--- src/hsb_defines.svh ---
// Purpose: Constants for the Hall six-step commutation block
// Assumes: 200 MHz core clock, byte-addressed Avalon-MM register bus
// Notes:   Types live in hsb_pkg; this header holds only macros
`ifndef HSB_DEFINES_SVH
`define HSB_DEFINES_SVH

// Clock and timing
`define HSB_CLK_HZ 200000000
`define HSB_CLK_MHZ 200
`define HSB_CLK_NS 5
`define HSB_PWM_HZ 20000
`define HSB_LOOP_HZ 1000
`define HSB_DEAD_NS 1000
`define HSB_TCNT_MHZ 96
`define HSB_MIN_RPM 300
`define HSB_MAX_RPM 2200

// Register byte offsets
`define HSB_OFS_CTRL 8'h00
`define HSB_OFS_DUTY 8'h04
`define HSB_OFS_STATUS 8'h08
`define HSB_OFS_COMM_TIME 8'h0C
`define HSB_OFS_CUR_LIMIT 8'h10
`define HSB_OFS_OV_LIMIT 8'h14
`define HSB_OFS_UV_LIMIT 8'h18
`define HSB_OFS_TIME_NOW 8'h1C

// Control fields
`define HSB_CTRL_RUN 0
`define HSB_CTRL_DIR 1
`define HSB_CTRL_MODE_LO 2
`define HSB_CTRL_MODE_HI 4

// Status fields
`define HSB_ST_HALL_LO 0
`define HSB_ST_HALL_HI 2
`define HSB_ST_OC 4
`define HSB_ST_HALLF 5
`define HSB_ST_OV 6
`define HSB_ST_UV 7
`define HSB_ST_OUTEN 8

// Reset values
`define HSB_CTRL_RST 5'h00
`define HSB_DUTY_RST 16'h0000
`define HSB_CUR_LIMIT_RST 16'h0FA0
`define HSB_OV_LIMIT_RST 16'hFFFF
`define HSB_UV_LIMIT_RST 16'h0000

// Hall patterns that cannot occur on a healthy motor
`define HSB_HALL_ZERO 3'h0
`define HSB_HALL_ONES 3'h7

`endif

--- src/hsb_pkg.sv ---
// Purpose: Shared types for the Hall six-step commutation block
// Assumes: Nothing beyond SystemVerilog packages
// Notes:   Numeric constants are in hsb_defines.svh
`default_nettype none
package hsb_pkg;
  // Chop modes, double-chop first so it is the reset value
  typedef enum logic [2:0] {
    HSB_MODE_DOUBLE,
    HSB_MODE_HPWM_LON,
    HSB_MODE_HON_LPWM,
    HSB_MODE_PWM_ON,
    HSB_MODE_ON_PWM
  } hsb_mode_t;

  // Avalon-MM request from the master
  typedef struct packed {
    logic read;
    logic write;
    logic [7:0] address;
    logic [31:0] writedata;
  } hsb_avs_req_t;

  // Six gate commands, index 0..2 = phase A..C
  typedef struct packed {
    logic [2:0] hi;
    logic [2:0] lo;
  } hsb_bridge_t;
endpackage
`default_nettype wire

--- src/hsb_commutation.sv ---
// Purpose: Hall-sensored six-step commutation with PWM, dead time and faults
// Assumes: Hall and comparator inputs are asynchronous; bus voltage code is synchronous
// Notes:   Register map over Avalon-MM, one answer cycle per access
//
// The placing of the registers and the Avalon-MM register port were left to the implementer.
`default_nettype none
`timescale 1ns/1ps
`include "hsb_defines.svh"

module hsb_commutation #(
  parameter int PWM_PERIOD_CYC = `HSB_CLK_HZ / `HSB_PWM_HZ
) (
  input wire logic core_clk,
  input wire logic reset,
  input wire hsb_pkg::hsb_avs_req_t avsReq,
  output logic [31:0] avsReaddata,
  output logic avsWaitrequest,
  input wire logic [2:0] hallIn,
  input wire logic fastCurrentComparator,
  input wire logic [15:0] busVoltage,
  output hsb_pkg::hsb_bridge_t bridge,
  output logic [2:0] hallEvent,
  output logic loopTrig,
  output logic [15:0] currentRef,
  output logic faultFlag
);
  import hsb_pkg::*;

  // ****************************************
  // Derived timing
  // ****************************************
  // Least time: round the dead time up to whole cycles
  localparam int DEAD_CYC = (`HSB_DEAD_NS + `HSB_CLK_NS - 1) / `HSB_CLK_NS;
  localparam int LOOP_DIV = `HSB_PWM_HZ / `HSB_LOOP_HZ;
  localparam logic [15:0] PERIOD_LAST = 16'(PWM_PERIOD_CYC - 1);
  localparam logic [7:0] DEAD_LAST = 8'(DEAD_CYC - 1);
  localparam logic [4:0] LOOP_LAST = 5'(LOOP_DIV - 1);
  localparam logic [7:0] TCNT_STEP = 8'(`HSB_TCNT_MHZ);
  localparam logic [7:0] TCNT_MOD = 8'(`HSB_CLK_MHZ);

  // ****************************************
  // Input synchronisers
  // ****************************************
  logic [2:0] hallMeta_r; // First stage, read only by second
  logic [2:0] hallS_r; // Clean Hall levels
  logic ocMeta_r; // First stage of comparator
  logic ocS_r; // Clean comparator level

  // Two flops per asynchronous pin
  always_ff @(posedge core_clk or posedge reset) begin
    if (reset) begin
      hallMeta_r <= 3'h0;
      hallS_r <= 3'h0;
      ocMeta_r <= 1'b0;
      ocS_r <= 1'b0;
    end else begin
      hallMeta_r <= hallIn;
      hallS_r <= hallMeta_r;
      ocMeta_r <= fastCurrentComparator;
      ocS_r <= ocMeta_r;
    end
  end

  // ****************************************
  // Registers and bus decode
  // ****************************************
  logic [4:0] ctrl_r; // Run, direction, mode
  logic [15:0] dutyReg_r; // Software duty, compare count
  logic [15:0] ovLim_r; // Overvoltage threshold
  logic [15:0] uvLim_r; // Undervoltage threshold
  logic ocFault_r; // Sticky overcurrent
  logic hallFault_r; // Sticky invalid Hall pattern
  logic ovFault_r; // Sticky overvoltage
  logic uvFault_r; // Sticky undervoltage
  logic outEn_r; // Bridge enabled, changes at boundaries
  logic [31:0] timeCnt_r; // Free-running 96 MHz count
  logic [31:0] commTime_r; // Count at last commutation
  logic [31:0] rdMux; // Read data selection
  logic [31:0] statusWord; // Status register image

  wire logic accept = (avsReq.read | avsReq.write) & avsWaitrequest; // Request not yet answered
  wire logic wrDone = avsReq.write & ~avsWaitrequest; // Write takes effect here
  wire logic selCtrl = avsReq.address == `HSB_OFS_CTRL;
  wire logic selDuty = avsReq.address == `HSB_OFS_DUTY;
  wire logic selStatus = avsReq.address == `HSB_OFS_STATUS;
  wire logic selCurLim = avsReq.address == `HSB_OFS_CUR_LIMIT;
  wire logic selOv = avsReq.address == `HSB_OFS_OV_LIMIT;
  wire logic selUv = avsReq.address == `HSB_OFS_UV_LIMIT;
  wire logic [31:0] clrMask = (wrDone & selStatus) ? avsReq.writedata : 32'h0000_0000;
  wire logic runEn = ctrl_r[`HSB_CTRL_RUN];
  wire logic dirCw = ctrl_r[`HSB_CTRL_DIR];
  wire logic [2:0] modeBits = ctrl_r[`HSB_CTRL_MODE_HI:`HSB_CTRL_MODE_LO];

  assign statusWord = {23'h0, outEn_r, uvFault_r, ovFault_r, hallFault_r, ocFault_r, 1'b0, hallS_r};

  // Address decode; unmapped reads return zero
  always_comb begin
    if (avsReq.address == `HSB_OFS_CTRL) begin
      rdMux = {27'h0, ctrl_r};
    end else if (avsReq.address == `HSB_OFS_DUTY) begin
      rdMux = {16'h0, dutyReg_r};
    end else if (avsReq.address == `HSB_OFS_STATUS) begin
      rdMux = statusWord;
    end else if (avsReq.address == `HSB_OFS_COMM_TIME) begin
      rdMux = commTime_r;
    end else if (avsReq.address == `HSB_OFS_CUR_LIMIT) begin
      rdMux = {16'h0, currentRef};
    end else if (avsReq.address == `HSB_OFS_OV_LIMIT) begin
      rdMux = {16'h0, ovLim_r};
    end else if (avsReq.address == `HSB_OFS_UV_LIMIT) begin
      rdMux = {16'h0, uvLim_r};
    end else if (avsReq.address == `HSB_OFS_TIME_NOW) begin
      rdMux = timeCnt_r;
    end else begin
      rdMux = 32'h0000_0000;
    end
  end

  // Waitrequest drops for exactly one cycle per access
  always_ff @(posedge core_clk or posedge reset) begin
    if (reset) begin
      avsWaitrequest <= 1'b1;
      avsReaddata <= 32'h0000_0000;
    end else begin
      avsWaitrequest <= ~accept;
      if (accept) begin
        avsReaddata <= rdMux;
      end
    end
  end

  // Writable registers; duty is held until software rewrites it
  always_ff @(posedge core_clk or posedge reset) begin
    if (reset) begin
      ctrl_r <= `HSB_CTRL_RST;
      dutyReg_r <= `HSB_DUTY_RST;
      currentRef <= `HSB_CUR_LIMIT_RST;
      ovLim_r <= `HSB_OV_LIMIT_RST;
      uvLim_r <= `HSB_UV_LIMIT_RST;
    end else if (wrDone) begin
      if (selCtrl) begin
        ctrl_r <= avsReq.writedata[4:0];
      end
      if (selDuty) begin
        dutyReg_r <= avsReq.writedata[15:0];
      end
      if (selCurLim) begin
        currentRef <= avsReq.writedata[15:0];
      end
      if (selOv) begin
        ovLim_r <= avsReq.writedata[15:0];
      end
      if (selUv) begin
        uvLim_r <= avsReq.writedata[15:0];
      end
    end
  end

  // ****************************************
  // Hall decode, events, time capture
  // ****************************************
  logic [2:0] hallPrev_r; // Levels one cycle ago
  logic [2:0] sector_r; // Current sector code
  logic [7:0] tAcc_r; // Fractional 96/200 accumulator
  wire logic [2:0] hallEdge = hallS_r ^ hallPrev_r; // Both polarities per phase
  wire logic hallBad = (hallS_r == `HSB_HALL_ZERO) | (hallS_r == `HSB_HALL_ONES);
  wire logic commute = |hallEdge;
  wire logic [8:0] tSum = {1'b0, tAcc_r} + {1'b0, TCNT_STEP};
  wire logic tTick = tSum >= {1'b0, TCNT_MOD};

  // Time counter steps at 96 MHz on average, enable from accumulator
  always_ff @(posedge core_clk or posedge reset) begin
    if (reset) begin
      tAcc_r <= 8'h00;
      timeCnt_r <= 32'h0000_0000;
    end else begin
      tAcc_r <= tTick ? 8'(tSum - {1'b0, TCNT_MOD}) : tSum[7:0];
      if (tTick) begin
        timeCnt_r <= timeCnt_r + 32'h0000_0001;
      end
    end
  end

  // Sector follows every Hall edge; capture the commutation time
  always_ff @(posedge core_clk or posedge reset) begin
    if (reset) begin
      hallPrev_r <= 3'h0;
      sector_r <= 3'h0;
      hallEvent <= 3'h0;
      commTime_r <= 32'h0000_0000;
    end else begin
      hallPrev_r <= hallS_r;
      hallEvent <= hallEdge;
      if (commute) begin
        sector_r <= hallS_r;
        commTime_r <= timeCnt_r;
      end
    end
  end

  // ****************************************
  // Vector selection
  // ****************************************
  // Vector n: high phase, low phase. V1 A-B, V2 A-C, V3 B-C, V4 B-A, V5 C-A, V6 C-B
  logic [2:0] vecCcw; // Vector for counterclockwise
  logic [2:0] vecSel; // Vector actually applied
  logic [1:0] hiPh; // Phase switched to the positive rail
  logic [1:0] loPh; // Phase switched to the negative rail
  logic [1:0] prevHi_r; // High phase before last commutation
  logic [1:0] prevLo_r; // Low phase before last commutation

  // Sector to counterclockwise vector; invalid codes never reach the bridge
  always_comb begin
    case (sector_r)
      3'h4: vecCcw = 3'h2;
      3'h6: vecCcw = 3'h3;
      3'h2: vecCcw = 3'h4;
      3'h3: vecCcw = 3'h5;
      3'h1: vecCcw = 3'h6;
      default: vecCcw = 3'h1;
    endcase
  end

  // Clockwise uses the opposite vector; start needs no alignment
  assign vecSel = dirCw ? ((vecCcw > 3'h3) ? vecCcw - 3'h3 : vecCcw + 3'h3) : vecCcw;

  // Two distinct conducting phases per vector
  always_comb begin
    case (vecSel)
      3'h1: begin hiPh = 2'd0; loPh = 2'd1; end
      3'h2: begin hiPh = 2'd0; loPh = 2'd2; end
      3'h3: begin hiPh = 2'd1; loPh = 2'd2; end
      3'h4: begin hiPh = 2'd1; loPh = 2'd0; end
      3'h5: begin hiPh = 2'd2; loPh = 2'd0; end
      default: begin hiPh = 2'd2; loPh = 2'd1; end
    endcase
  end

  // Remember the previous pair so chop-then-on can tell a fresh leg
  always_ff @(posedge core_clk or posedge reset) begin
    if (reset) begin
      prevHi_r <= 2'd0;
      prevLo_r <= 2'd0;
    end else if (commute) begin
      prevHi_r <= hiPh;
      prevLo_r <= loPh;
    end
  end

  // ****************************************
  // Chop selection
  // ****************************************
  logic chopHi; // High leg modulated
  logic chopLo; // Low leg modulated
  wire hsb_mode_t mode = (modeBits > 3'(HSB_MODE_ON_PWM)) ? HSB_MODE_DOUBLE : hsb_mode_t'(modeBits);

  // Single-chop variants hold one leg steady
  always_comb begin
    case (mode)
      HSB_MODE_HPWM_LON: begin chopHi = 1'b1; chopLo = 1'b0; end
      HSB_MODE_HON_LPWM: begin chopHi = 1'b0; chopLo = 1'b1; end
      HSB_MODE_PWM_ON: begin chopHi = hiPh != prevHi_r; chopLo = loPh != prevLo_r; end
      HSB_MODE_ON_PWM: begin chopHi = hiPh == prevHi_r; chopLo = loPh == prevLo_r; end
      default: begin chopHi = 1'b1; chopLo = 1'b1; end
    endcase
  end

  // ****************************************
  // PWM channels and strobes
  // ****************************************
  logic [15:0] cnt_r [3]; // Per-channel counters
  logic [15:0] dutyAct_r; // Duty in force this cycle
  logic [4:0] loopDiv_r; // Reload strobes per loop trigger
  wire logic reloadStb = cnt_r[0] == PERIOD_LAST; // Channel 0 drives all channels
  wire logic kill = hallBad | ocS_r | ocFault_r | hallFault_r | ovFault_r | uvFault_r | ~outEn_r;

  // Channels 1 and 2 restart on channel 0's strobe, not their own
  always_ff @(posedge core_clk or posedge reset) begin
    if (reset) begin
      cnt_r[0] <= 16'h0000;
      cnt_r[1] <= 16'h0000;
      cnt_r[2] <= 16'h0000;
    end else begin
      for (int c = 0; c < 3; c++) begin
        cnt_r[c] <= reloadStb ? 16'h0000 : cnt_r[c] + 16'h0001;
      end
    end
  end

  // Duty, enable and loop divider change only at a cycle boundary
  always_ff @(posedge core_clk or posedge reset) begin
    if (reset) begin
      dutyAct_r <= `HSB_DUTY_RST;
      outEn_r <= 1'b0;
      loopDiv_r <= 5'h00;
      loopTrig <= 1'b0;
    end else begin
      loopTrig <= reloadStb && loopDiv_r == LOOP_LAST;
      if (reloadStb) begin
        dutyAct_r <= dutyReg_r;
        outEn_r <= runEn & ~(ocFault_r | hallFault_r | ovFault_r | uvFault_r);
        loopDiv_r <= (loopDiv_r == LOOP_LAST) ? 5'h00 : loopDiv_r + 5'h01;
      end
    end
  end

  // ****************************************
  // Faults
  // ****************************************
  wire logic ovNow = loopTrig & (busVoltage > ovLim_r);
  wire logic uvNow = loopTrig & (busVoltage < uvLim_r);

  // Sticky flags; a new event beats a same-cycle clear
  always_ff @(posedge core_clk or posedge reset) begin
    if (reset) begin
      ocFault_r <= 1'b0;
      hallFault_r <= 1'b0;
      ovFault_r <= 1'b0;
      uvFault_r <= 1'b0;
      faultFlag <= 1'b0;
    end else begin
      ocFault_r <= ocS_r | (ocFault_r & ~clrMask[`HSB_ST_OC]);
      hallFault_r <= hallBad | (hallFault_r & ~clrMask[`HSB_ST_HALLF]);
      ovFault_r <= ovNow | (ovFault_r & ~clrMask[`HSB_ST_OV]);
      uvFault_r <= uvNow | (uvFault_r & ~clrMask[`HSB_ST_UV]);
      faultFlag <= ocS_r | hallBad | ocFault_r | hallFault_r | ovFault_r | uvFault_r;
    end
  end

  // ****************************************
  // Gate drive with dead time
  // ****************************************
  logic [7:0] dead_r [3]; // Cycles both switches have been off
  logic [2:0] hiReq; // Wanted high switch state
  logic [2:0] loReq; // Wanted low switch state

  generate
    for (genvar p = 0; p < 3; p++) begin : g_phase
      wire logic pwmRaw = cnt_r[p] < dutyAct_r; // Edge-aligned, active high
      wire logic isHi = hiPh == 2'(p);
      wire logic isLo = loPh == 2'(p);
      assign hiReq[p] = isHi ? (chopHi ? pwmRaw : 1'b1) : (isLo & chopLo & ~pwmRaw);
      assign loReq[p] = isLo ? (chopLo ? pwmRaw : 1'b1) : (isHi & chopHi & ~pwmRaw);

      // Any change passes through both-off for the dead time
      always_ff @(posedge core_clk or posedge reset) begin
        if (reset) begin
          bridge.hi[p] <= 1'b0;
          bridge.lo[p] <= 1'b0;
          dead_r[p] <= 8'h00;
        end else if (kill) begin
          bridge.hi[p] <= 1'b0;
          bridge.lo[p] <= 1'b0;
          dead_r[p] <= 8'h00;
        end else if ((bridge.hi[p] | bridge.lo[p]) && {hiReq[p], loReq[p]} != {bridge.hi[p], bridge.lo[p]}) begin
          bridge.hi[p] <= 1'b0;
          bridge.lo[p] <= 1'b0;
          dead_r[p] <= 8'h00;
        end else if (!(bridge.hi[p] | bridge.lo[p])) begin
          if (dead_r[p] >= DEAD_LAST) begin
            bridge.hi[p] <= hiReq[p];
            bridge.lo[p] <= loReq[p];
          end else begin
            dead_r[p] <= dead_r[p] + 8'h01;
          end
        end
      end
    end
  endgenerate

  // ****************************************
  // Assertions
  // ****************************************
  logic [7:0] hiOffCnt_r; // Cycles phase A high switch has been off

  // Helper for the dead-time check
  always_ff @(posedge core_clk or posedge reset) begin
    if (reset) begin
      hiOffCnt_r <= 8'h00;
    end else if (bridge.hi[0]) begin
      hiOffCnt_r <= 8'h00;
    end else if (hiOffCnt_r != 8'hFF) begin
      hiOffCnt_r <= hiOffCnt_r + 8'h01;
    end
  end

  property p_hall_fault_off;
    @(posedge core_clk) disable iff (reset) hallBad |=> (bridge.hi == 3'h0 && bridge.lo == 3'h0) ##1 faultFlag;
  endproperty
  a_hall_fault_off: assert property (p_hall_fault_off) else $error("bridge on after bad Hall code");

  property p_two_phases;
    @(posedge core_clk) disable iff (reset) $countones(bridge.hi | bridge.lo) <= 2;
  endproperty
  a_two_phases: assert property (p_two_phases) else $error("more than two phases driven");

  property p_vector_100;
    @(posedge core_clk) disable iff (reset) (sector_r == 3'h4) |-> (dirCw ? (hiPh == 2'd2 && loPh == 2'd0) : (hiPh == 2'd0 && loPh == 2'd2));
  endproperty
  a_vector_100: assert property (p_vector_100) else $error("wrong vector for sector 100");

  property p_edge_event;
    @(posedge core_clk) disable iff (reset) (hallS_r[1] != $past(hallS_r[1])) |=> hallEvent[1] ##1 (sector_r == $past(hallS_r, 2));
  endproperty
  a_edge_event: assert property (p_edge_event) else $error("Hall edge without event");

  property p_capture;
    @(posedge core_clk) disable iff (reset) commute |=> (commTime_r == $past(timeCnt_r));
  endproperty
  a_capture: assert property (p_capture) else $error("commutation time not captured");

  property p_channel_sync;
    @(posedge core_clk) disable iff (reset) reloadStb |=> (cnt_r[1] == 16'h0000 && cnt_r[2] == 16'h0000 && cnt_r[0] == 16'h0000);
  endproperty
  a_channel_sync: assert property (p_channel_sync) else $error("channels out of step");

  property p_duty_hold;
    @(posedge core_clk) disable iff (reset) !reloadStb |=> $stable(dutyAct_r) && $stable(outEn_r);
  endproperty
  a_duty_hold: assert property (p_duty_hold) else $error("duty changed inside a cycle");

  property p_oc_off;
    @(posedge core_clk) disable iff (reset) $rose(ocS_r) |=> (bridge.hi == 3'h0 && bridge.lo == 3'h0) [*2];
  endproperty
  a_oc_off: assert property (p_oc_off) else $error("bridge on during overcurrent");

  property p_dead_time;
    @(posedge core_clk) disable iff (reset) $rose(bridge.lo[0]) |-> hiOffCnt_r >= 8'(DEAD_CYC);
  endproperty
  a_dead_time: assert property (p_dead_time) else $error("dead time too short");

  property p_loop_trig;
    @(posedge core_clk) disable iff (reset) loopTrig |=> !loopTrig [*8];
  endproperty
  a_loop_trig: assert property (p_loop_trig) else $error("loop trigger too frequent");

endmodule // hsb_commutation
`default_nettype wire

--- config.mk ---
export PLATFORM = sky130hd
export DESIGN_NAME = hsb_commutation
export DESIGN_NICKNAME = d
export VERILOG_FILES = /design/src/hsb_pkg.sv /design/src/hsb_commutation.sv
export VERILOG_INCLUDE_DIRS = /design/src
export SDC_FILE = /design/constraint.sdc
export NUM_CORES = 1
export LEC_CHECK = 0
export ABC_AREA = 1
export BUFFER_PORTS_ARGS = -buffer_cell sky130_fd_sc_hd__buf_4
export CAP_MARGIN = 40
export CORE_UTILIZATION = 45
export CTS_BUF_LIST = sky130_fd_sc_hd__clkbuf_8
export DETAILED_ROUTE_END_ITERATION = 16
export PLACE_DENSITY = 0.62
export SETUP_SLACK_MARGIN = 0.1
export SLEW_MARGIN = 20
export SYNTH_ARGS = -nofsm -noshare
export SYNTH_HDL_FRONTEND = slang
export SYNTH_SLANG_ARGS = --single-unit
--- constraint.sdc ---
create_clock -name core_clk -period 21.9 [get_ports core_clk]
set_clock_uncertainty 0.2 [all_clocks]
set_input_delay 4.38 -clock core_clk [delete_from_list [all_inputs] [get_ports core_clk]]
set_output_delay 4.38 -clock core_clk [all_outputs]
set_load 0.01 [all_outputs]
# --- Word level (Yosys, flattened, before mapping) ---
# Cells that the tools add are included.
word_totals:
  register_bits: 301
  in_bits: 64
  wordCells: 253
op_classes:
  n_addsub: 12
  n_lt_le_gt_ge: 11
  eq_ne: 41
  mux: 70
  n_bitwise: 52
  reduce_logical: 27
ops:
  columns: ["op", "n"]
  rows:
  - ["$mux 32", 8]
  - ["$mux 8", 14]
  - ["$lt 16x16->1", 4]
  - ["$add 16x1->16 const B", 3]
  - ["$mux 16", 3]
  - ["$mux 1", 36]
  - ["$add 32x1->32 const B", 1]
  - ["$eq 8x5->1 const B", 4]
  - ["$add 8x1->8 const B", 3]
  - ["$ge 8x8->1 const B", 3]
  - ["$and 1x1->1", 22]
  - ["$reduce_and 2->1", 11]
  - ["$eq 3x2->1 const B", 6]
  - ["$eq 3x3->1 const B", 6]
  - ["$or 1x1->1", 18]
  - ["$eq 16x14->1 const B", 1]
  - ["$eq 8x4->1 const B", 2]
  - ["$gt 16x16->1", 1]
  - ["$pmux 3 s5", 1]
  - ["$not 1->1", 11]
  - ["$ne 2x2->1", 5]
  - ["$add 8x7->9 const B", 1]
  - ["$eq 3x1->1 const B", 3]
  - ["$ge 9x8->1 const B", 1]
  - ["25 further kinds", 45]

# --- Longest topological paths before layout ---
# Gate-level depths: netlist of run 1.
logic_depth:
  ltp_word: 17
  ltp_mapped: 22
  ltp_nobuf: 22

# --- Worst setup path before layout of run 1 ---
# OpenSTA, ideal clock, no wires.
synth_path:
  kind: "input -> register"
  start: "input avsReq[39] (netlist bit)"
  end: "register avsReaddata[13]"
  setup_time_ns: 0.127
  t_arrival_ns: 5.830
  t_required_ns: 21.573
  setup_slack_ns: 15.743
  stages: 10
  path_buffers: 1
  path_cell_list: "nor3_1 nand2_1 nor2_1 clkbuf_1 inv_1 or2_2 nand3_1 a21oi_1 a21oi_1 o21ai_0"
synth_between:
  elab_chain_cells: 9
  elab_cells_between_ends: 16
  cone_classes: "7 x eq/ne; 8 x mux; 1 x reduce/logical"
synth_rtl:
  columns: ["element", "line", "rtl"]
  rows:
  - ["start: declaration", "hsb_commutation.sv:15", "input wire hsb_pkg::hsb_avs_req_t avsReq,"]
  - ["$eq 8x5->1 (no source line)", null, null]
  - ["$mux 32", "hsb_commutation.sv:112", "end else if (avsReq.address == `HSB_OFS_TIME_NOW) begin"]
  - ["$mux 32", "hsb_commutation.sv:110", "end else if (avsReq.address == `HSB_OFS_UV_LIMIT) begin"]
  - ["$mux 32", "hsb_commutation.sv:108", "end else if (avsReq.address == `HSB_OFS_OV_LIMIT) begin"]
  - ["$mux 32", "hsb_commutation.sv:106", "end else if (avsReq.address == `HSB_OFS_CUR_LIMIT) begin"]
  - ["$mux 32", "hsb_commutation.sv:104", "end else if (avsReq.address == `HSB_OFS_COMM_TIME) begin"]
  - ["$mux 32", "hsb_commutation.sv:102", "end else if (avsReq.address == `HSB_OFS_STATUS) begin"]
  - ["$mux 32", "hsb_commutation.sv:100", "end else if (avsReq.address == `HSB_OFS_DUTY) begin"]
  - ["$mux 32 *", "hsb_commutation.sv:98", "if (avsReq.address == `HSB_OFS_CTRL) begin"]
  - ["end signal: assignment", "hsb_commutation.sv:127", "avsReaddata <= rdMux;"]
  - ["end: declaration", "hsb_commutation.sv:16", "output logic [31:0] avsReaddata,"]
# Mark *: on every way between the ends. The rest lies on a longest branch, timed or not.
# A chain may end at the register's enable or synchronous reset.

# --- Final worst setup path of run 1 ---
layout_path:
  start: "input avsReq[39] (netlist bit)"
  end: "register avsReaddata[5]"
# Same word-level chain as after synthesis.

==> results.yml, run 1 <==
global_routing:
  grt_usage_pct: 23.10
  grt-ovfl-total: 0
  grt_max_degree: 179
  first_global_vias: 12409
  grt_pass1_wl_um: 64120
  antenna_found_initial: 0
worst_setup_path:
  worstReg2RegStart: "tAcc_r[5]"
  r2r.worst_path.cells: 14
  critPathKind: "primary input to register"
  crit_path_end_kind: "register"
  reg2reg_to: "timeCnt_r[31]"
  arrival_ps: 7080
  r2r_setup_slack_ps: 18840
  critPathMaxFanout: 11
  crit_required_ps: 22240
  start_kind: "primary input"
status:
  outcome: "finished, final reports clean"
final_layout:
  fillers: 3165
  final_area_mm2: 0.01783
  fin_cells: 2447
  drive_above_1_share_pct: 14.26
  diodes: 0
  fin_nets: 2115
  area_growth_pct: 15.76
sta:
  fmax_mhz: 148.3
  rsz0062_at_grt: "false"
  period_needed_ps: 6741
  report.final.setup_viol: 0
  fin_setup_tns_ps: 0
  slew_violations: 0
  final_hold_viol_count: 0
  fin_crit_sh_pct: 30.78
  worst_pin_slew_ps: 1076
  slew-limit-headroom_pct: 28.25
min_path:
  min_to: "ocS_r"
  hold_depth: 0
  hold_path_class: "register to register"
  worstHoldStart: "ocMeta_r"
placement:
  dp.cells: 2349
  gp_congestion: 0.8609
  place_hpwl_um: 28270
  port_buffers: 107
  dpl_cell_area_mm2: 0.01673
logic_synthesis:
  ys_seq_area_share_pct: 48.60
  synth_largest_area_cell: "dfrtp_1"
  synth_cell_types: 51
  yosysMostFrequentCell: "nand2_1"
  synth_top_area_share_pct: 44.68
  synth-main-ff-cell: "dfrtp_1"
  synthTopCellsByCount: "nand2_1 (433), dfrtp_1 (275), inv_1 (249)"
  yosysWarnings: 0
  synth-seq-cells: 298
  avgSynthCellArea_um2: 8.422
  synthCells: 1829
  syn_nets: 1983
  synth.area.top_cells: "dfrtp_1 (45%), nand2_1 (11%), ha_1 (7.3%)"
  async_reset_ff_share_pct: 100.0
  syn-cell-area_mm2: 0.01540
  synth_edf_count: 0
drt:
  via_count: 12604
  drt_iter0_markers: 789
  drc: 0
  drt-total-wl_um: 39130
  wl_met2_um: 18730
  m1WireLength_um: 17030
  avgViaCountPerCell: 5.151
  met3WireLength_um: 2073
  routed.top_layer: "met4"
  post_drt_wl_per_cell_um: 15.99
  dr.pass1.iters: 5
  ant_nets: 0
die:
  start_util_pct: 45.82
  core_mm2: 0.03362
  die-area_mm2: 0.03497
  rows: 67
  die_y_um: 187.0
  die_x_um: 187.0
  ios: 124
pwr:
  power_mw: 1.152
  peakVddDrop_mv: 0.03702
  powerDensity_mw_per_mm2: 64.63
  p_leak_nw: 8.597
cts:
  h-tree-depth: 2
  clock_sinks: 298
  root_buffer: "clkbuf_8"
  clock_path_buffers: 3
  clk_pin_slew_ps: 60
  clk_latency_ps: 630
  cts_tree: "built"
  numCtsBuffers: 53
  post_cts_buffers: 0
  cts_repair_resize_count: 0
  hold_buffers: 0
flow_run:
  cap_violations: 0
layer usage:
layer / vias up / track usage (%)
li1: 6228 / -
met1: 6006 / 29.87
met2: 275 / 38.56
met3: 95 / 4.109
met4: 0 / 8.953
met5: - / 0
flip-flops by register name, summed over array words and instances (netlist names), 5 cells and up:
signal	cells
timeCnt_r	32
avsReaddata	32
currentRef	16
cnt_r	48
loopDiv_r	5
dead_r	24
dutyAct_r	16
ovLim_r	16
commTime_r	32
bridge	6
uvLim_r	16
dutyReg_r	16
tAcc_r	5
ctrl_r	5
area by class of cell:
class                   count  area [um2]  share of cell area [%]
well taps                 448       560.5                   3.144
clock buffers              65       894.6                   5.017
inverters                 254       960.9                   5.389
repair buffers            121       998.5                   5.600
flip-flops and latches    298        7486                   41.98
multi-input cells        1233        6808                   38.18
clock inverters            28       122.6                  0.6877
power breakdown:
| group | internal (mW) | switching, mW |
|---|---|---|
| clock network | 0.266 | 0.233 |
| logic | 0.0276 | 0.0570 |
| registers | 0.561 | 0.00822 |
worst max-delay path by stage:
| stage | from | endpoint | slack, ps |
|---|---|---|---|
| after detailed placement | avsReq[39] | avsReaddata[5] | 14770 |
| after global routing | avsReq[39] | avsReaddata[5] | 14990 |
| after floorplan | reset | avsReaddata[0] | 9130 |
| after global placement | avsReq[33] | avsReaddata[5] | 14670 |
| after CTS | avsReq[39] | avsReaddata[5] | 15390 |
| final | avsReq[39] | avsReaddata[5] | 15160 |
worst max-delay path: stages:
cell	delay, ps
buf_4	110
nor3_1	240
nand2_1	130
nor2_1	520
inv_1	390
o22ai_1	250
nor2_1	50
o311ai_0	630
o211ai_1	250
nand2_1	110
per-stage QoR:
stage	hold slack, ps	setup WS [ps]	util (%)
floorplan	131.2	9126	-
global placement	135.8	14670	49.61
detailed placement	135.5	14770	49.78
CTS	158.2	15390	52.80
global route	158.2	14990	53.04
finish	153.2	15160	53.04
layout by cell type (no fill, tap or decap), drive strengths merged, types with 3 or more instances in the layout:
master / count
o21bai: 4
nor3: 42
mux2i: 3
nor2: 140
dfrtp: 275
a221oi: 5
buf: 121
o21ai: 208
a211oi: 3
nand4: 20
a31oi: 3
o22ai: 10
a21o: 3
o41ai: 3
o221ai: 8
inv: 273
o21a: 3
xnor2: 7
ha: 90
nand2: 451
clkbuf: 65
nand3: 64
o211ai: 7
dfstp: 23
a21oi: 78
nand3b: 5
clkinv: 6
clkinvlp: 3
xor2: 55
nor4: 5
cell families after synthesis:
| kind of cell | share of synthesized area [%] |
|---|---|
| AO/OA/AOI/OAI | 12.45 |
| XOR/XNOR | 3.525 |
| adder cells (fa/ha/maj) | 7.311 |
| buffers and inverters | 7.310 |
| flip-flops | 48.60 |
| multiplexers | 0.1950 |
| AND/OR/NAND/NOR | 20.61 |
(Power assumes the default switching activity.)
==> inputs of run 2 (changes only) <==
--- a/config.mk
+++ b/config.mk
@@ -6,7 +6,7 @@
 export SDC_FILE = /design/constraint.sdc
 export NUM_CORES = 1
 export LEC_CHECK = 0
-export ABC_AREA = 1
+export ABC_AREA = 0
 export BUFFER_PORTS_ARGS = -buffer_cell sky130_fd_sc_hd__buf_4
 export CAP_MARGIN = 40
 export CORE_UTILIZATION = 45
==> constraint.sdc (replaced) <==
create_clock -name core_clk -period 6.4 [get_ports core_clk]
set_clock_uncertainty 0.2 [all_clocks]
set_input_delay 1.28 -clock core_clk [delete_from_list [all_inputs] [get_ports core_clk]]
set_output_delay 1.28 -clock core_clk [all_outputs]
set_load 0.01 [all_outputs]
==> run 2 against run 1 <==
  * Non-clock buffer count fell by 2
  * Final area fell by 0.48%
  * Via count fell by 11%
  * Core utilization shrank 0.25 points
  * Hold slack got worse by 4.6 ps
  * Cell count decreased by 16%
  * Synthesized cell count fell by 22%
  * Critical path depth is 1 higher
==> results.yml, run 2 <==
worst_setup_path:
  r2r_setup_slack_ps: 2490
  arrival_ps: 4160
  critPathKind: "register to register"
  reg2reg_to: "dead_r[8]"
  worstReg2RegStart: "sector_r[0]"
  crit_path_end_kind: "register"
  critPathMaxFanout: 19
  crit_chain: "nor2b_1, and2_1, ha_1, and4bb_1, nor4_4, and2_4, a2111oi_2, a32oi_2, a21oi_2, o31ai_2, nor3_1"
  r2r.worst_path.cells: 11
  crit_required_ps: 6650
  slowest_delay_ps: 640
  crit_buf_inv: 0
  cp_top_family: "simple AND/OR/NAND/NOR gates"
  start_kind: "register"
  worst_path_max_delay_cell: "dfrtp_1"
pwr:
  peakVddDrop_mv: 0.1638
  switching_power_mw: 1.035
  power.share.switching_pct: 25.88
  p_leak_nw: 8.217
  combPwrFrac_pct: 7.2
  powerDensity_mw_per_mm2: 225.4
  power.share.clock_pct: 43.9
  power_mw: 4.000
  pwr-share-seq_pct: 48.9
  p_int_mw: 2.965
final_layout:
  area_growth_pct: 15.18
  diodes: 0
  largest_register: "cnt_r"
  final_common_cell: "dfrtp_1"
  fin_cells: 2047
  layout_common_cells: "dfrtp_1 (275), nand2_1 (128), buf_4 (114), inv_1 (103)"
  fin_nets: 1711
  drive_above_1_share_pct: 22.39
  largest_reg_flops: 48
  final_util_pct: 52.79
logic_synthesis:
  synth.area.top_cells: "dfrtp_1 (45%), ha_1 (7.3%), mux2_2 (6.8%)"
  synthCells: 1433
  async_reset_ff_share_pct: 100.0
  synth_edf_count: 0
  yosysWarnings: 0
  synth-main-ff-cell: "dfrtp_1"
  syn-cell-area_mm2: 0.01541
  synth_largest_area_cell: "dfrtp_1"
  syn_nets: 1587
  synthTopCellsByCount: "dfrtp_1 (275), nand2_1 (128), nor2_1 (99)"
  synth_top_area_share_pct: 44.66
  yosysMostFrequentCell: "dfrtp_1"
  ys_seq_area_share_pct: 48.59
  avgSynthCellArea_um2: 10.75
  synth_cell_types: 87
  synth-seq-cells: 298
drt:
  ant_nets: 0
  dr.pass1.iters: 5
  drt-total-wl_um: 37950
  drc: 0
  avgViaCountPerCell: 5.508
  post_drt_wl_per_cell_um: 18.54
  via_count: 11274
  drt_iter0_markers: 794
placement:
  port_buffers: 107
  place_hpwl_um: 26780
  dp.cells: 1951
  gp_congestion: 0.8798
  pre_cts_ws_ps: 2265
status:
  outcome: "finished, final reports clean"
cts:
  post_cts_buffers: 0
  clock_path_buffers: 3
  root_buffer: "clkbuf_8"
  h-tree-depth: 2
  clk_latency_ps: 630
  cts_tree: "built"
  hold_buffers: 0
  clock_sinks: 298
  cts_repair_resize_count: 0
  numCtsBuffers: 52
  clk_pin_slew_ps: 60
sta:
  fmax_mhz: 255.9
  rsz0062_at_grt: "false"
  report.final.setup_viol: 0
  worst_pin_slew_ps: 955.5
  fin_setup_tns_ps: 0
  fin_ws_ps: 2492
  final_hold_viol_count: 0
  fin_crit_sh_pct: 61.07
  slew-limit-headroom_pct: 36.30
  slew_violations: 0
  period_needed_ps: 3908
global_routing:
  grt_usage_pct: 21.97
  antenna_found_initial: 0
  first_global_vias: 11131
  grt_pass1_wl_um: 60750
  grt-ovfl-total: 0
  grt_max_degree: 164
min_path:
  hold_depth: 0
  hold_path_class: "register to register"
  worstHoldStart: "hallMeta_r[1]"
  min_to: "hallS_r[1]"
flow_run:
  cap_violations: 0
die:
  start_util_pct: 45.83
  die-area_mm2: 0.03498
  die_y_um: 187.0
  core_mm2: 0.03362
  rows: 67
  ios: 124
  die_x_um: 187.0
-- run 2: metrics by stage --
stage / hold slack (ps) / area (um2)
after floorplan: 131.2 / 15410
final: 148.6 / 17750
after global routing: 157.7 / 17750
after global placement: 133.1 / 16660
after CTS: 150.1 / 17750
after detailed placement: 137.3 / 16690
-- run 2: layer usage --
metal  up-vias  track usage (%)  wire [um]
li1       5369                -          -
met1      5581            29.82      17110
met2       253            35.52      17920
met3        71            3.602       1833
met4         0            7.976       1085
met5         -                0          0
-- run 2: cell type report --
type | instances | area, um2
inverters | 81 | 307.8
fillers | 3005 | 15870
clock inverters | 34 | 200.2
well taps | 448 | 560.5
multi-input cells | 1005 | 7406
repair buffers | 119 | 932.1
flip-flops and latches | 298 | 7486
clock buffers | 62 | 853.3
-- run 2: worst reg2reg max path: stages, from the launching register on --
cell and delay (ps):
dfrtp_1 640, nor2b_1 130, and2_1 190, ha_1 380
and4bb_1 260, nor4_4 370, and2_4 240, a2111oi_2 80
a32oi_2 430, a21oi_2 140, o31ai_2 560, nor3_1 120
-- run 2: worst max path at each step --
stage                      from              to  slack (ps)  cells past startpoint
global placement     avsReq[33]   dutyReg_r[12]        2290                      7
finish              sector_r[0]       dead_r[8]        2490                     11
detailed placement   avsReq[33]   dutyReg_r[11]        2270                      7
floorplan                 reset  avsReaddata[0]         980                      1
global route        sector_r[0]      dead_r[15]        2110                     11
CTS                 sector_r[0]       dead_r[8]        2470                     11
-- run 2: power groups by stage --
stage	logic [mW]	clock network, mW	registers [mW]
after CTS	0.291	1.81	1.95
after floorplan	0.189	0	1.97
final	0.287	1.76	1.96
after detailed placement	0.290	0	1.99
after global routing	0.318	1.89	1.96
after global placement	0.284	0	1.99
-- run 2: cells by family (layout without fill, tap and decap cells) --
| family | Yosys count | in the layout | share of synthesized area [%] |
|---|---|---|---|
| adder cells (fa/ha/maj) | 90 | 90 | 7.309 |
| AND/OR/NAND/NOR | 432 | 432 | 14.06 |
| XOR/XNOR | 95 | 95 | 5.400 |
| flip-flops | 298 | 298 | 48.59 |
| AO/OA/AOI/OAI | 281 | 281 | 12.58 |
| buffers and inverters | 130 | 296 | 3.468 |
| multiplexers | 107 | 107 | 8.600 |
==> inputs of run 3 (changes only) <==
==> constraint.sdc (replaced) <==
create_clock -name core_clk -period 3.9 [get_ports core_clk]
set_clock_uncertainty 0.2 [all_clocks]
set_input_delay 0.78 -clock core_clk [delete_from_list [all_inputs] [get_ports core_clk]]
set_output_delay 0.78 -clock core_clk [all_outputs]
set_load 0.01 [all_outputs]
==> run 3 against run 2 <==
  * Sequential power grew 63%
  * Largest cell class unchanged
  * Highest routed layer unchanged
  * Sequential cell count stayed put
  * Register-to-register slack lost 2200 ps
  * Critical path type unchanged
==> results.yml, run 3 (same netlist as run 2, synthesis figures left out) <==
sta:
  worst_pin_slew_ps: 740.3
  slew_violations: 0
  final_hold_viol_count: 0
  fmax_mhz: 277.3
  fin_ws_ps: 293.9
  period_needed_ps: 3606
  slew-limit-headroom_pct: 49.37
  rsz0062_at_grt: "false"
  report.final.setup_viol: 0
  fin_crit_sh_pct: 92.46
  hold_slack_ps: 79.04
final_layout:
  final_common_cell: "dfrtp_1"
  area_growth_pct: 16.15
  final_area_mm2: 0.01790
  drive_above_1_share_pct: 22.97
  largest_register: "cnt_r"
  largest_reg_flops: 48
  diodes: 0
  fin_nets: 1724
  layout_common_cells: "dfrtp_1 (275), nand2_1 (128), buf_4 (125), inv_1 (102)"
die:
  die_y_um: 187.0
  die-area_mm2: 0.03498
  start_util_pct: 45.83
  core_mm2: 0.03362
  rows: 67
  die_x_um: 187.0
  ios: 124
drt:
  drc: 0
  drt_iter0_markers: 688
  post_drt_wl_per_cell_um: 18.47
  avgViaCountPerCell: 5.518
  drt-total-wl_um: 38020
  dr.pass1.iters: 5
  via_count: 11361
  ant_nets: 0
worst_setup_path:
  reg2reg_to: "dead_r[6]"
  r2r_setup_slack_ps: 290
  critPathMaxFanout: 13
  crit_required_ps: 4120
  arrival_ps: 3830
  start_kind: "register"
  r2r.worst_path.cells: 10
  worstReg2RegStart: "sector_r[2]"
  critPathKind: "register to register"
  crit_path_end_kind: "register"
cts:
  h-tree-depth: 2
  root_buffer: "clkbuf_8"
  cts_tree: "built"
  numCtsBuffers: 52
  clk_pin_slew_ps: 60
  clock_path_buffers: 3
  clk_latency_ps: 610
  clock_sinks: 298
pwr:
  power.share.switching_pct: 25.25
  switching_power_mw: 1.657
  peakVddDrop_mv: 0.2189
  p_leak_nw: 8.288
  powerDensity_mw_per_mm2: 366.7
  power.share.clock_pct: 43.8
  combPwrFrac_pct: 7.5
  pwr-share-seq_pct: 48.8
  p_int_mw: 4.906
min_path:
  min_to: "hallMeta_r[1]"
  hold_path_class: "primary input to register"
  hold_depth: 1
  worstHoldStart: "hallIn[1]"
flow_run:
  cap_violations: 0
status:
  outcome: "finished, final reports clean"
placement:
  port_buffers: 107
  place_hpwl_um: 27500
  pre_cts_ws_ps: 288.9
  gp_congestion: 0.8529
  dpl_cell_area_mm2: 0.01679
global_routing:
  grt_usage_pct: 22.42
  grt_pass1_wl_um: 62290
  grt-ovfl-total: 0
  grt_max_degree: 114
  first_global_vias: 11433
  antenna_found_initial: 0
## run 3: cell count changes in the layout (fill, tap and decap cells not counted), sizes merged
cell / change
buf: +12
bufinv: -1
clkbuf: +6
clkinv: -5
clkinvlp: +1
dlygate4sd3: +1
inv: -2
## run 3: worst max-delay path, stage by stage, from the launching register on
cell and delay, ps:
dfrtp_1 490, o21bai_1 210, ha_1 380, and4bb_1 270, nor4_4 340, and2_4 240, a2111oi_2 90, and3_1 210
o31a_4 370, o32ai_4 480, a211oi_1 150
## run 3: routing by layer
metal / wire length, um / GRT usage (%) / vias up
li1: - / - / 5404
met1: 17020 / 30.01 / 5630
met2: 18200 / 37.06 / 251
met3: 1742 / 3.752 / 76
met4: 1058 / 7.377 / 0
met5: 0 / 0 / -
## run 3: power by group through the flow
| stage | logic (mW) | registers (mW) | clock network (mW) |
|---|---|---|---|
| 5_1_grt | 0.543 | 3.20 | 3.10 |
| 3_3_place_gp | 0.481 | 3.25 | 0 |
| 4_1_cts | 0.496 | 3.20 | 2.97 |
| 6_report | 0.490 | 3.20 | 2.87 |
| 3_5_place_dp | 0.494 | 3.25 | 0 |
| 2_1_floorplan | 0.311 | 3.24 | 0 |
## run 3: per-stage QoR
stage / util (%) / setup TNS [ps] / instances / power (mW)
after detailed placement: 49.95 / 0 / 1961 / 3.748
after global placement: 49.89 / 0 / 1960 / 3.735
after global routing: 53.24 / 0 / 2059 / 6.850
final: 53.24 / 0 / 2059 / 6.563
after floorplan: - / -280580 / 1433 / 3.549
after CTS: 53.14 / 0 / 2057 / 6.664
## run 3: area by class of cell
type                            instances  area (um2)
Sequential cell                       298        7486
Clock inverter                         27       127.6
Fill cell                            2995       15720
Inverter                               81       307.8
Multi-Input combinational cell       1005        7415
Timing Repair Buffer                  132        1064
Clock buffer                           68       935.9
Tap cell                              448       560.5
## run 3: worst max path at each step
stage	start	endpoint	depth (start not counted)
finish	sector_r[2]	dead_r[6]	10
global route	sector_r[2]	dead_r[6]	10
detailed placement	sector_r[2]	dead_r[10]	10
floorplan	reset	avsReaddata[0]	1
global placement	sector_r[2]	dead_r[9]	10
CTS	sector_r[2]	dead_r[10]	10
## run 3: timing repair
action / CTS / global route
resized for setup: 0 / 1
hold buffers: 1 / 0
hold endpoints to repair: 3 / 0
setup buffers: 0 / 1
setup endpoints to repair: 0 / 20
